<file path="src/rtl/pmcg_pkg.sv">
/*
  Package for the clock generator slice: register map, field layout,
  reset values and the carrier structs of the configuration.
  Assumes a 32-bit register port with byte addresses as printed.
*/
package pmcg_pkg;
  // Register byte addresses
  localparam logic [31:0] ADDR_MEASURE  = 32'hFFFFFC24;
  localparam logic [31:0] ADDR_PLL_A    = 32'hFFFFFC28;
  localparam logic [31:0] ADDR_PLL_B    = 32'hFFFFFC2C;
  localparam logic [31:0] ADDR_MASTER   = 32'hFFFFFC30;
  localparam logic [31:0] ADDR_STATUS   = 32'hFFFFFC68;
  localparam logic [31:0] ADDR_INT_STAT = 32'hFFFFFC70;
  localparam logic [31:0] ADDR_INT_MASK = 32'hFFFFFC74;
  // Field positions
  localparam int MEAS_VALID_BIT = 16;
  localparam int PLL_DIV_LSB    = 0;
  localparam int PLL_DLY_LSB    = 8;
  localparam int PLL_RNG_LSB    = 14;
  localparam int PLL_MUL_LSB    = 16;
  localparam int PLL_USB_LSB    = 28;
  localparam int PLL_ONE_BIT    = 29;
  localparam int MCK_CSS_LSB    = 0;
  localparam int MCK_CPU_CLOCK_DIVIDE_SEL_LSB   = 2;
  localparam int MCK_MASTER_DIVIDE_SEL_LSB   = 8;
  localparam int ST_LOCK_A_BIT  = 1;
  localparam int ST_LOCK_B_BIT  = 2;
  // Interrupt bits: lock A, lock B, measurement ready
  localparam int IRQ_LOCK_A     = 0;
  localparam int IRQ_LOCK_B     = 1;
  localparam int IRQ_MEAS       = 2;
  // Last slow count of the sixteen-period measurement window, reserved codes and the interrupt mask reset value
  localparam logic [3:0] MEAS_LAST_SLOW = 4'hF;
  localparam logic [2:0] CPU_CLOCK_DIVIDE_SEL_RESERVED  = 3'h7;
  localparam logic [1:0] DIV2_RESERVED  = 2'h3;
  localparam logic [2:0] IRQ_MASK_RESET = 3'h0;

  typedef struct packed {
    logic [1:0]  hi;   // Bits 29:28 as stored
    logic [10:0] mul;
    logic [1:0]  rng;
    logic [5:0]  dly;
    logic [7:0]  div;
  } pmcg_pll_cfg_s;

  typedef struct packed {
    logic [1:0] master_divide_sel;
    logic [2:0] cpu_clock_divide_sel;
    logic [1:0] master_source_select;
  } pmcg_mck_cfg_s;

  localparam pmcg_pll_cfg_s PLL_CFG_RESET = '0;
  localparam pmcg_mck_cfg_s MCK_CFG_RESET = '0;

  typedef enum logic [1:0] {
    MS_IDLE  = 2'b00,
    MS_COUNT = 2'b01,
    MS_DONE  = 2'b10
  } pmcg_meas_e;
endpackage

</file>
<file path="src/rtl/pmcg_clock_gen.sv">
/*
  Clock generator slice: main clock measurement, two PLL configurations
  with lock delay, USB divider, master clock selection and dividers.
  Assumes slow_clk_i and main_clk_i are sampled levels synchronous to
  clk_sys_i and toggle slower than half its rate.
*/
`timescale 1ns/1ps
`default_nettype none
module pmcg_clock_gen
  import pmcg_pkg::*;
(
  input  wire logic        clk_sys_i,
  input  wire logic        rstn_i,
  input  wire logic        ce_i,
  input  wire logic        slow_clk_i,
  input  wire logic        main_clk_i,
  input  wire logic        main_osc_en_i,
  input  wire logic [31:0] addr_i,
  input  wire logic [31:0] wdata_i,
  input  wire logic        wr_i,
  input  wire logic        rd_i,
  output logic      [31:0] rdata_o,
  output logic             irq_o,
  output logic             pll_a_ref_tick_o,
  output logic             pll_b_ref_tick_o,
  output logic             pll_a_on_o,
  output logic             pll_b_on_o,
  output logic      [11:0] pll_a_factor_o,
  output logic      [11:0] pll_b_factor_o,
  output logic      [1:0]  pll_a_range_o,
  output logic      [1:0]  pll_b_range_o,
  output logic             pll_a_lock_flag_o,
  output logic             pll_b_lock_flag_o,
  output logic      [2:0]  usb_ratio_o,
  output logic      [1:0]  master_source_select_o,
  output logic      [6:0]  cpu_ratio_o,
  output logic      [2:0]  master_ratio_o
);

  typedef struct packed {
    pmcg_pll_cfg_s cfg_a;
    pmcg_pll_cfg_s cfg_b;
    pmcg_mck_cfg_s mck;
    logic [5:0]    dly_a;
    logic [5:0]    dly_b;
    logic          lock_a;
    logic          lock_b;
    logic [7:0]    dcnt_a;
    logic [7:0]    dcnt_b;
    logic          tick_a;
    logic          tick_b;
    logic [11:0]   fac_a;
    logic [11:0]   fac_b;
    logic [2:0]    usb_ratio;
    logic [6:0]    cpu_ratio;
    logic [2:0]    mck_ratio;
    logic          slow_q;
    logic          main_q;
    pmcg_meas_e    meas_st;
    logic [3:0]    slow_cnt;
    logic [15:0]   main_cnt;
    logic [15:0]   meas;
    logic          meas_ok;
    logic [2:0]    int_st;
    logic [2:0]    int_mask;
    logic [31:0]   rdata;
  } pmcg_state_s;

  localparam pmcg_state_s ST_RESET = '{
    cfg_a: PLL_CFG_RESET, cfg_b: PLL_CFG_RESET, mck: MCK_CFG_RESET,
    meas_st: MS_IDLE, int_mask: IRQ_MASK_RESET, default: '0};

  pmcg_state_s st;
  pmcg_state_s nx;
  logic        rst_q1;
  logic        rst_n;
  logic        slow_rise;
  logic        main_rise;
  logic        wr_a;
  logic        wr_b;
  logic        wr_m;
  logic [2:0]  irq_set;

  // Divider step: code 0 never ticks, 1 ticks every edge, N every Nth
  function automatic logic [8:0] div_step(input logic [7:0] div,
                                          input logic [7:0] cnt,
                                          input logic       edge_in);
    logic [7:0] c;
    logic       t;
    c = cnt;
    t = 1'b0;
    if (edge_in && div != 8'h00) begin
      if (cnt >= div - 8'h01) begin
        c = 8'h00;
        t = 1'b1;
      end else begin
        c = cnt + 8'h01;
      end
    end
    return {t, c};
  endfunction

  // Two-bit ratio decode shared by the USB and master dividers
  function automatic logic [2:0] ratio2(input logic [1:0] code);
    return (code == DIV2_RESERVED) ? 3'h0 : 3'(3'h1 << code);
  endfunction

  // Reset release through two flip-flops
  always_ff @(posedge clk_sys_i or negedge rstn_i) begin
    if (!rstn_i) begin
      rst_q1 <= 1'b0;
      rst_n  <= 1'b0;
    end else begin
      rst_q1 <= 1'b1;
      rst_n  <= rst_q1;
    end
  end

  assign slow_rise = slow_clk_i && !st.slow_q;
  assign main_rise = main_clk_i && !st.main_q;
  assign wr_a      = wr_i && addr_i == ADDR_PLL_A;
  assign wr_b      = wr_i && addr_i == ADDR_PLL_B;
  assign wr_m      = wr_i && addr_i == ADDR_MASTER;

  // Next-state logic for the whole block
  always_comb begin
    nx        = st;
    irq_set   = 3'h0;
    nx.slow_q = slow_clk_i;
    nx.main_q = main_clk_i;
    nx.rdata  = 32'h0;

    // Reference dividers on main clock edges
    {nx.tick_a, nx.dcnt_a} = div_step(st.cfg_a.div, st.dcnt_a, main_rise);
    {nx.tick_b, nx.dcnt_b} = div_step(st.cfg_b.div, st.dcnt_b, main_rise);

    // Lock delay counts down on slow clock edges
    if (slow_rise && !st.lock_a) begin
      nx.dly_a = st.dly_a - 6'h01;
      if (st.dly_a <= 6'h01) nx.lock_a = 1'b1;
    end
    if (slow_rise && !st.lock_b) begin
      nx.dly_b = st.dly_b - 6'h01;
      if (st.dly_b <= 6'h01) nx.lock_b = 1'b1;
    end

    // Configuration writes; a PLL write restarts that PLL's lock delay
    if (wr_a) begin
      nx.cfg_a.div = wdata_i[PLL_DIV_LSB +: 8];
      nx.cfg_a.dly = wdata_i[PLL_DLY_LSB +: 6];
      nx.cfg_a.rng = wdata_i[PLL_RNG_LSB +: 2];
      nx.cfg_a.mul = wdata_i[PLL_MUL_LSB +: 11];
      nx.cfg_a.hi  = {wdata_i[PLL_ONE_BIT], 1'b0};
      nx.fac_a     = {1'b0, wdata_i[PLL_MUL_LSB +: 11]} + 12'h001;
      nx.dly_a     = wdata_i[PLL_DLY_LSB +: 6];
      nx.lock_a    = wdata_i[PLL_DLY_LSB +: 6] == 6'h00;
      nx.dcnt_a    = 8'h00;
    end
    if (wr_b) begin
      nx.cfg_b.div = wdata_i[PLL_DIV_LSB +: 8];
      nx.cfg_b.dly = wdata_i[PLL_DLY_LSB +: 6];
      nx.cfg_b.rng = wdata_i[PLL_RNG_LSB +: 2];
      nx.cfg_b.mul = wdata_i[PLL_MUL_LSB +: 11];
      nx.cfg_b.hi  = wdata_i[PLL_USB_LSB +: 2];
      nx.fac_b     = {1'b0, wdata_i[PLL_MUL_LSB +: 11]} + 12'h001;
      nx.usb_ratio = ratio2(wdata_i[PLL_USB_LSB +: 2]);
      nx.dly_b     = wdata_i[PLL_DLY_LSB +: 6];
      nx.lock_b    = wdata_i[PLL_DLY_LSB +: 6] == 6'h00;
      nx.dcnt_b    = 8'h00;
    end
    if (wr_m) begin
      nx.mck.master_source_select  = wdata_i[MCK_CSS_LSB +: 2];
      nx.mck.cpu_clock_divide_sel = wdata_i[MCK_CPU_CLOCK_DIVIDE_SEL_LSB +: 3];
      nx.mck.master_divide_sel = wdata_i[MCK_MASTER_DIVIDE_SEL_LSB +: 2];
      nx.cpu_ratio = (wdata_i[MCK_CPU_CLOCK_DIVIDE_SEL_LSB +: 3] == CPU_CLOCK_DIVIDE_SEL_RESERVED) ? 7'h00
                   : 7'(7'h01 << wdata_i[MCK_CPU_CLOCK_DIVIDE_SEL_LSB +: 3]);
      nx.mck_ratio = ratio2(wdata_i[MCK_MASTER_DIVIDE_SEL_LSB +: 2]);
    end

    // Main clock measurement over the slow clock window
    unique case (st.meas_st)
      MS_IDLE: begin
        if (slow_rise) begin
          nx.meas_st  = MS_COUNT;
          nx.slow_cnt = 4'h0;
          nx.main_cnt = 16'h0000;
        end
      end
      MS_COUNT: begin
        if (main_rise) nx.main_cnt = st.main_cnt + 16'h0001;
        if (slow_rise) begin
          nx.slow_cnt = st.slow_cnt + 4'h1;
          if (st.slow_cnt == MEAS_LAST_SLOW) begin
            nx.meas    = nx.main_cnt;
            nx.meas_ok = 1'b1;
            nx.meas_st = MS_DONE;
            irq_set[IRQ_MEAS] = 1'b1;
          end
        end
      end
      MS_DONE: ;
      default: nx.meas_st = MS_IDLE;
    endcase
    if (!main_osc_en_i) begin
      nx.meas_st  = MS_IDLE;
      nx.meas_ok  = 1'b0;
      nx.slow_cnt = 4'h0;
      nx.main_cnt = 16'h0000;
    end

    // Sticky events; a set in the clearing cycle survives
    irq_set[IRQ_LOCK_A] = nx.lock_a && !st.lock_a;
    irq_set[IRQ_LOCK_B] = nx.lock_b && !st.lock_b;
    if (wr_i && addr_i == ADDR_INT_STAT) nx.int_st = st.int_st & ~wdata_i[2:0];
    if (wr_i && addr_i == ADDR_INT_MASK) nx.int_mask = wdata_i[2:0];
    nx.int_st = nx.int_st | irq_set;

    // Read data for the next cycle; unmapped addresses read zero
    if (rd_i) begin
      unique case (addr_i)
        ADDR_MEASURE:  nx.rdata = {15'h0, st.meas_ok, st.meas};
        ADDR_PLL_A:    nx.rdata = {2'b00, st.cfg_a.hi, 1'b0, st.cfg_a.mul,
                                   st.cfg_a.rng, st.cfg_a.dly, st.cfg_a.div};
        ADDR_PLL_B:    nx.rdata = {2'b00, st.cfg_b.hi, 1'b0, st.cfg_b.mul,
                                   st.cfg_b.rng, st.cfg_b.dly, st.cfg_b.div};
        ADDR_MASTER:   nx.rdata = {22'h0, st.mck.master_divide_sel, 3'h0, st.mck.cpu_clock_divide_sel, st.mck.master_source_select};
        ADDR_STATUS: begin
          nx.rdata[ST_LOCK_A_BIT] = st.lock_a;
          nx.rdata[ST_LOCK_B_BIT] = st.lock_b;
        end
        ADDR_INT_STAT: nx.rdata = {29'h0, st.int_st};
        ADDR_INT_MASK: nx.rdata = {29'h0, st.int_mask};
        default:       nx.rdata = 32'h0;
      endcase
    end
  end

  // State register, frozen while the clock enable is low
  always_ff @(posedge clk_sys_i or negedge rst_n) begin
    if (!rst_n) begin
      st <= ST_RESET;
    end else if (ce_i) begin
      st <= nx;
    end
  end

  // Outputs
  assign rdata_o                = st.rdata;
  assign irq_o                  = |(st.int_st & st.int_mask);
  assign pll_a_ref_tick_o       = st.tick_a;
  assign pll_b_ref_tick_o       = st.tick_b;
  assign pll_a_on_o             = st.cfg_a.mul != 11'h000;
  assign pll_b_on_o             = st.cfg_b.mul != 11'h000;
  assign pll_a_factor_o         = st.fac_a;
  assign pll_b_factor_o         = st.fac_b;
  assign pll_a_range_o          = st.cfg_a.rng;
  assign pll_b_range_o          = st.cfg_b.rng;
  assign pll_a_lock_flag_o      = st.lock_a;
  assign pll_b_lock_flag_o      = st.lock_b;
  assign usb_ratio_o            = st.usb_ratio;
  assign master_source_select_o = st.mck.master_source_select;
  assign cpu_ratio_o            = st.cpu_ratio;
  assign master_ratio_o         = st.mck_ratio;
endmodule // pmcg_clock_gen
`default_nettype wire

</file>
<file path="config.mk">
export PLATFORM = sky130hd
export DESIGN_NAME = pmcg_clock_gen
export DESIGN_NICKNAME = d
export VERILOG_FILES = /design/src/rtl/pmcg_pkg.sv /design/src/rtl/pmcg_clock_gen.sv
export SDC_FILE = /design/constraint.sdc
export NUM_CORES = 1
export LEC_CHECK = 0
export BUFFER_PORTS_ARGS = -buffer_cell sky130_fd_sc_hd__buf_2
export CAP_MARGIN = 10
export CORE_ASPECT_RATIO = 2
export CORE_UTILIZATION = 35
export DETAILED_ROUTE_END_ITERATION = 12
export GPL_TIMING_DRIVEN = 0
export PLACE_DENSITY = 0.56
export SKIP_LAST_GASP = 1
export SYNTH_ARGS = -nofsm -noshare
export SYNTH_HDL_FRONTEND = slang
export SYNTH_SLANG_ARGS = --single-unit
</file>
<file path="constraint.sdc">
create_clock -name clk_sys_i -period 7.9 [get_ports clk_sys_i]
set_input_delay 0.395 -clock clk_sys_i [delete_from_list [all_inputs] [get_ports clk_sys_i]]
set_output_delay 0.395 -clock clk_sys_i [all_outputs]
set_load 0.02 [all_outputs]
</file>
After elaboration in Yosys (flattened, before gate mapping)
Index checks and enable logic that the tools add are counted.
{ "op_classes": {"div": 0, "shifts": 3, "eq_ne": 21, "reduce_logical": 41, "n_bitwise": 4, "n_mux": 42, "order_cmp": 4, "multipliers": 0, "addsub": 9} }
{ "op_table": {"columns": ["cell", "count"], "rows": [
  ["$eq 32x32->1 const B", 7],
  ["$pmux 27 s4", 1],
  ["$mux 8", 6],
  ["$mux 22", 2],
  ["$pmux 20 s2", 1],
  ["$mux 30", 1],
  ["$mux 6", 5],
  ["$reduce_bool 11->1", 2],
  ["$mux 1", 17],
  ["$add 16x1->16 const B", 1],
  ["$add 8x1->8 const B", 2],
  ["$ge 8x8->1", 2],
  ["$mux 16", 1],
  ["$reduce_and 2->1", 8],
  ["$reduce_bool 8->1", 2],
  ["$sub 8x1->8 const B", 2],
  ["$pmux 2 s7", 1],
  ["$logic_and 1x1->1", 13],
  ["$add 11x1->12 const B", 1],
  ["$le 6x1->1 const B", 2],
  ["$reduce_and 4->1", 3],
  ["$sub 6x1->6 const B", 2],
  ["$mux 3", 3],
  ["$ne 3x3->1 const B", 3],
  ["other kinds (24)", 36]
]} }
{ "word_totals": {"register_bits": 214, "memories": 0, "input_bits": 72, "word_cells": 162, "ram_bits": 0, "mem_bits_ro": 0, "latchBits": 0} }

Longest topological paths before layout
Gate-level depths: netlist (run 1).
{ "depth": {"ltp_word": 7, "ltp_mapped": 12, "mapped_depth_nobuf": 12} }

Least setup slack after synthesis (run 1)
OpenSTA, ideal clock, no wires.
{ "synth_timing": {"path_kind": "reg-to-reg", "start": "register st[187] (netlist name)", "end": "register st[130] (netlist name)", "path_buffers": 0, "required_time_ps": 7808, "path_slack_ps": 5047, "arrival_time_ps": 2761, "stages_incl_launch_ff": 10, "setup_ps": 92, "period_less_slack_ps": 2853, "path_cell_list": "dfrtp_1 or4_1 nor4_1 xnor2_1 ha_1 a2111oi_0 o21ai_0 a21oi_1 nand2b_4 o31ai_2"} }
{ "synth_via": {"elab_chain_len": 5} }
{ "synth_rtl": {"columns": ["item", "line_no", "source"], "rows": [
  ["start: declaration", "pmcg_clock_gen.sv:73", "pmcg_state_s st;"],
  ["start signal: assignment", "pmcg_clock_gen.sv:243", "st <= nx;"],
  ["$sub 8x1->8", "pmcg_clock_gen.sv:93", "if (cnt >= div - 8'h01) begin"],
  ["$ge 8x8->1", "pmcg_clock_gen.sv:93", null],
  ["$mux 8", "pmcg_clock_gen.sv:93", null],
  ["$mux 8", "pmcg_clock_gen.sv:92", "if (edge_in && div != 8'h00) begin"],
  ["$mux 8", "pmcg_clock_gen.sv:148", "if (wr_a) begin"]
]} }
Several ways; a longest one is shown, not always the timed one. The select of a mux whose other input is x is not followed.
A chain may end at the register's enable or synchronous reset.

Final worst setup path (run 1)
{ "layout_timing": {"start": "register st[184] (netlist name)", "end": "register st[130] (netlist name)"} }
The elaborated chain is that of the path after synthesis.

==> impl_results.md, run 1 <==
* Maximum clock frequency at 298 MHz
* Share of the synthesized area in the top cell type at 48.0%
* Max cap viols at 0
* Layout cells sized above 1 at 26.3%
* TritonCTS buffer count at 20
* Initial core utilization at 35.7%
* Post-Syn Area at 11000 um^2
* Pin count of the biggest net entering global routing at 69
* Nets at 1388
* DR iter-0 viols at 450
* Setup slack after layout at 4550 ps
* Setup WS pre-CTS at 4580 ps
* Fin Clk Skew at 10.3 ps
* Asr flop ratio synth at 100%
* Status: finished, final reports clean
* Cells after synthesis at 1116
* Seq/Total Area, Yosys at 48.0%
* Crit share post-route at 42.4%
* CTS H-tree depth at 1
* Leakage power at 6.40 nW
* Clock-pin slew on the worst setup and hold paths at 70 ps
* Synth cell count leaders: dfrtp_1, o21ai_0, nand2_1
* Worst Path Arrival at 3780 ps
* DRT Wirelength at 32.1 mm
* Die H at 253 um
* Post-synth top flop: dfrtp_1
* Final setup fails at 0
* Finished Layout Cells at 1719
* #FFs+latches synth at 211
* Placed insts at 1682
* Buffer depth of the longest clock path at 3
* First-pass GRT wire length at 50.1 mm
* GRT Util Overall at 20.4%
* Synth Area per Inst at 9.86 um^2
* Synth area leaders: dfrtp_1, mux2_2, o21ai_0, buf_4, nand2_1
* Fillers at 3105
* DRC at 0
* Routed Antenna Nets at 0
* IO Port Bufs at 143
* Root buf cell: clkbuf_16
* Die ar. at 32200 um^2
* Crit Path Class: flop to flop
* Rel. slew slack at 18.5%
* Initial antenna violation count at 0
* Syn. warnings at 0
* RSZ-0062 raised after global routing: false
* Width of the die at 127 um
* Slew @ Worst Pin at 1210 ps
* CTS tree: yes
* Worst skew pair latency at 520 ps
* Final hold violation count at 0
* CTS Sinks at 211
* Leading area contributor after synthesis: dfrtp_1
* Post-synthesis to final-layout area growth at 18.6%
* PostCTS Resize Cnt at 0
* Critical Path Fanout Max at 7
* Routed vias at 8813
* I/O pins at 154
* Hold Crit Class: primary input to flop
* Row count at 91
* VDD IR-drop max at 0.135 mV
* Most common cell in the netlist: dfrtp_1
* Pre-Repair DR Iteration Count at 6
* Startpoint types: flop
* Nature of the critical path endpoint: flop
* Postcts setup bufs at 0
* Post-synth EDFFs at 0
* DR WL/cell at 18.7 um
* Ant diodes at 0
* Core area at 30900 um^2
* Grt ovf at 0
* Synth unique cells at 68
* GP Congestion at 0.831
* HPWL after DPL at 25.2 mm
* P per Cell Area at 190 nW/um^2
* Vias per inst at 5.13
* Vias in the first global route at 8914
* Slew Limit Fails at 0
* Tmin final at 3350 ps
* Crit path required time at 8330 ps
power breakdown:
part / internal (W) / leakage (nW) / switching (W)
Clock: 0.000602 / 0.344 / 0.000436
Sequential: 0.00113 / 2.87 / 0.0000627
Combinational: 0.0000982 / 3.18 / 0.000156
Total: 0.00183 / 6.40 / 0.000654
flip-flops by register name, indices dropped and copies added (netlist names):
register	cells
pll_a_lock_flag_o	1
pll_a_ref_tick_o	1
pll_a_range_o	2
pll_b_range_o	2
pll_b_lock_flag_o	1
rst_n	1
cpu_ratio_o	7
rst_q1	1
master_ratio_o	3
master_source_select_o	2
pll_b_factor_o	12
rdata_o	29
usb_ratio_o	3
pll_a_factor_o	12
st	133
pll_b_ref_tick_o	1
layout make-up:
cell class / count / area, um^2 / area share (%)
sequential: 211 / 5280 / 40.5
multi-input combinational: 741 / 4800 / 36.8
timing repair buffer: 147 / 808 / 6.20
buffer: 127 / 783 / 6.01
clock buffer: 29 / 606 / 4.64
tap: 418 / 523 / 4.01
inverter: 39 / 146 / 1.12
clock inverter: 7 / 93.8 / 0.719
worst paths after layout:
check,from,endpoint,slack (ps),depth (start not counted)
max,st[184]$_DFFE_PN0P_,st[130]$_DFFE_PN0P_,4550,12
min,wdata_i[14],pll_a_range_o[0]$_DFFE_PN0P_,130,2
max reg2reg,st[184]$_DFFE_PN0P_,st[130]$_DFFE_PN0P_,4550,12
min reg2reg,rst_n$_DFF_PN0_,st[129]$_DFFE_PN0P_,310,0
max in group asynchronous,rst_n$_DFF_PN0_,rdata_o[24]$_DFFE_PN0P_,6560,2
min in group asynchronous,rstn_i,rst_n$_DFF_PN0_,190,2
cell families after synthesis:
family	Yosys count	synth area share, %
AND/OR/NAND/NOR	332	15.0
AO/OA/AOI/OAI	266	15.0
flip-flops	211	48.0
buffers and inverters	166	8.45
multiplexers	76	7.53
XOR/XNOR	34	2.71
adder cells (fa/ha/maj)	29	3.30
other	2	0.0683
layer usage:
layer  wire length, um  up-vias  GRT usage (%)
met5                 0        -              0
met4              1090        0           8.30
met3               960       55           2.05
met2             18300      187           40.7
met1             11700     4333           21.2
li1                  -     4238              -
critical path, cell delays in order, from the launching register on:
cell and delay [ps]:
dfrtp_1 470, inv_1 140, ha_1 190, inv_1 70, nor3_1 180, xnor2_1 150
ha_1 260, a21o_1 180, a2111oi_0 370, o21ai_0 230, a21oi_1 650, nand2b_4 160
o31ai_2 230
stage by stage:
stage | util [%] | area (um^2) | TNS, ps | hold slack [ps] | total power [W]
6_report | 42.3 | 13000 | 0 | 127 | 0.00248
3_5_place_dp | 40.0 | 12300 | 0 | 182 | 0.00146
5_1_grt | 42.3 | 13000 | 0 | 121 | 0.00258
2_1_floorplan | - | 11000 | 0 | 99.4 | 0.00136
4_1_cts | 42.3 | 13000 | 0 | 110 | 0.00251
3_3_place_gp | 39.7 | 12200 | -234420 | 180 | 0.00145
cell usage in the layout, fill, tap and decap left out, types with 21 or more instances in the layout:
cell | synthesis | routed
buf_4 | 76 | 76
ha_1 | 29 | 29
nor2_1 | 67 | 67
inv_1 | 39 | 39
dfrtp_1 | 211 | 210
clkbuf_16 | 0 | 21
nor3_1 | 22 | 22
mux2_2 | 54 | 54
nand2_1 | 109 | 109
clkbuf_1 | 32 | 35
a21oi_1 | 50 | 50
o21ai_0 | 119 | 119
buf_2 | 16 | 159
xnor2_1 | 21 | 21
nand3_1 | 40 | 40
mux2i_1 | 22 | 22
timing repair:
item | in CTS | in global routing
hold endpoints to repair | 2 | 0
hold buffers | 1 | 0
setup endpoints to repair | 0 | 0
(Power assumes the default switching activity.)
==> inputs of run 2 (changes only) <==
Settings changed: PLACE_DENSITY 0.56 to 0.58.
Clock period 7.9 ns to 2.8 ns, I/O delays scaled along.
==> run 2 against run 1 <==
Compared with the run above: cell count up 2.1%; via count increased by 2.0%; clock skew is 0.78 ps lower; sequential share of layout area fell by 1.3 points; worst hold slack lost 110 ps; die area unchanged; utilization increased by 1.4 points; total power grew to 2.8 times the previous value; design area increased by 3.4%; count of clock-buffer cells in the layout is 2 lower; largest power group unchanged; wire length up 2.5%; critical path type unchanged.
==> impl_results.md, run 2 (same netlist as run 1, synthesis figures left out) <==
* Status: finished, final reports clean
* IO Port Bufs at 143
* Rel. slew slack at 19.3%
* Maximum clock frequency at 365 MHz
* Crit Path Class: flop to flop
* Layout cells sized above 1 at 27.6%
* Commonest non-fill, non-tap cell in the layout: dfrtp_1
* CTS tree: yes
* Width of the die at 127 um
* Pin count of the biggest net entering global routing at 71
* Max cap viols at 0
* Nature of the critical path endpoint: flop
* Clock-pin slew on the worst setup and hold paths at 70 ps
* VDD IR-drop max at 0.357 mV
* First-pass GRT wire length at 51.3 mm
* I/O pins at 154
* Hold Crit Class: primary input to flop
* Register name with the most flops: st
* Vias per inst at 5.12
* DR WL/cell at 18.8 um
* Finished Layout Cells at 1755
* Ant diodes at 0
* Commonest cells after routing, fill and taps aside: dfrtp_1, buf_2, o21ai_0, nand2_1, buf_4
* Nets at 1425
* Routed vias at 8991
* Core area at 30900 um^2
* Final Instance Area at 13500 um^2
* Root buf cell: clkbuf_16
* P per Cell Area at 513 nW/um^2
* DP Area at 12300 um^2
* Crit share post-route at 97.9%
* GRT Util Overall at 20.8%
* CP cell instances: or4_4 > nor4_4 > xnor2_1 > ha_2 > a2111oi_4 > o21ai_2 > a21oi_2 > buf_6 > nand2b_4 > o31ai_4
* DRC at 0
* HPWL after DPL at 25.2 mm
* Slew Limit Fails at 0
* Fillers at 2993
* DR iter-0 viols at 589
* Tmin final at 2740 ps
* Final hold violation count at 0
* CTS H-tree depth at 1
* Fin Clk Skew at 9.52 ps
* Placed insts at 1682
* Die ar. at 32200 um^2
* Slew @ Worst Pin at 1200 ps
* Crit path required time at 3220 ps
* Routed Antenna Nets at 0
* Worst skew pair latency at 510 ps
* DRT Wirelength at 32.9 mm
* CP max stage delay at 580 ps
* Grt ovf at 0
* Vias in the first global route at 9219
* Initial core utilization at 35.7%
* Die H at 253 um
* RSZ-0062 raised after global routing: true
* Final setup fails at 0
* CTS Sinks at 211
* GP Congestion at 0.912
* Startpoint types: flop
* TritonCTS buffer count at 19
* Row count at 91
* Leakage power at 6.57 nW
* CP max stage cell: or4_4
* Initial antenna violation count at 0
* Pre-Repair DR Iteration Count at 5
* Worst Path Arrival at 3160 ps
* Max reg flops at 133
* Post-synthesis to final-layout area growth at 22.6%
* Buffer depth of the longest clock path at 3
* Critical Path Fanout Max at 7
## run 2: metrics by stage
stage	util, %	hold WS (ps)	setup TNS, ps	total power (W)	worst slack [ps]
floorplan	-	-156	0	0.00382	80.3
global placement	39.7	-75.3	-42350	0.00409	-301
detailed placement	40.0	-68.8	-6480	0.00414	-457
CTS	43.2	10.2	-33.0	0.00699	-33.0
global route	43.7	23.4	-530	0.00720	-89.6
finish	43.7	21.9	0	0.00692	59.2
## run 2: final timing paths
check | cells past startpoint | endpoint | from | slack [ps]
setup / recovery | 10 | st[130]$_DFFE_PN0P_ | st[186]$_DFFE_PN0P_ | 60
hold / removal | 2 | st[172]$_DFFE_PN0P_ | wdata_i[17] | 20
setup reg to reg | 10 | st[130]$_DFFE_PN0P_ | st[186]$_DFFE_PN0P_ | 60
hold reg to reg | 0 | cpu_ratio_o[5]$_DFFE_PN0P_ | rst_n$_DFF_PN0_ | 290
max in group asynchronous | 2 | st[204]$_DFFE_PN0P_ | rst_n$_DFF_PN0_ | 1460
min in group asynchronous | 0 | cpu_ratio_o[5]$_DFFE_PN0P_ | rst_n$_DFF_PN0_ | 290
## run 2: metal layers
layer	global-route usage (%)	up-vias	share of wire [%]
li1	-	4305	-
met1	21.4	4366	36
met2	40.2	240	55
met3	2.12	80	3.6
met4	11.9	0	5.4
met5	0	-	0
## run 2: layout make-up
type | instances | area [um^2] | share of cell area (%)
plain buffers | 127 | 783 | 5.81
clock buffers | 27 | 566 | 4.19
clock inverters | 7 | 91.3 | 0.677
inverters | 39 | 146 | 1.09
multi-input cells | 741 | 4910 | 36.4
flip-flops and latches | 211 | 5290 | 39.2
well taps | 418 | 523 | 3.88
repair buffers | 185 | 1170 | 8.68
## run 2: what timing repair did
item	CTS	global route
hold buffers	30	0
gates cloned	0	0
endpoints found under the hold margin	56	0
pin swaps	1	13
buffers inserted	2	7
gates resized for setup	9	19
setup endpoints to repair	15	16
## run 2: worst max-delay path: cells and delay by family (launching register included)
kind	cells	cell delay [ps]
flip-flops	1	460
AO/OA/AOI/OAI	4	790
XOR/XNOR	1	110
adder cells (fa/ha/maj)	1	200
AND/OR/NAND/NOR	3	950
buffers and inverters	1	150
## run 2: power breakdown
part           internal (W)  total (W)  switching, W
clock network       0.00160    0.00280       0.00120
logic              0.000306   0.000762      0.000456
registers           0.00318    0.00335      0.000174
total               0.00509    0.00692       0.00183
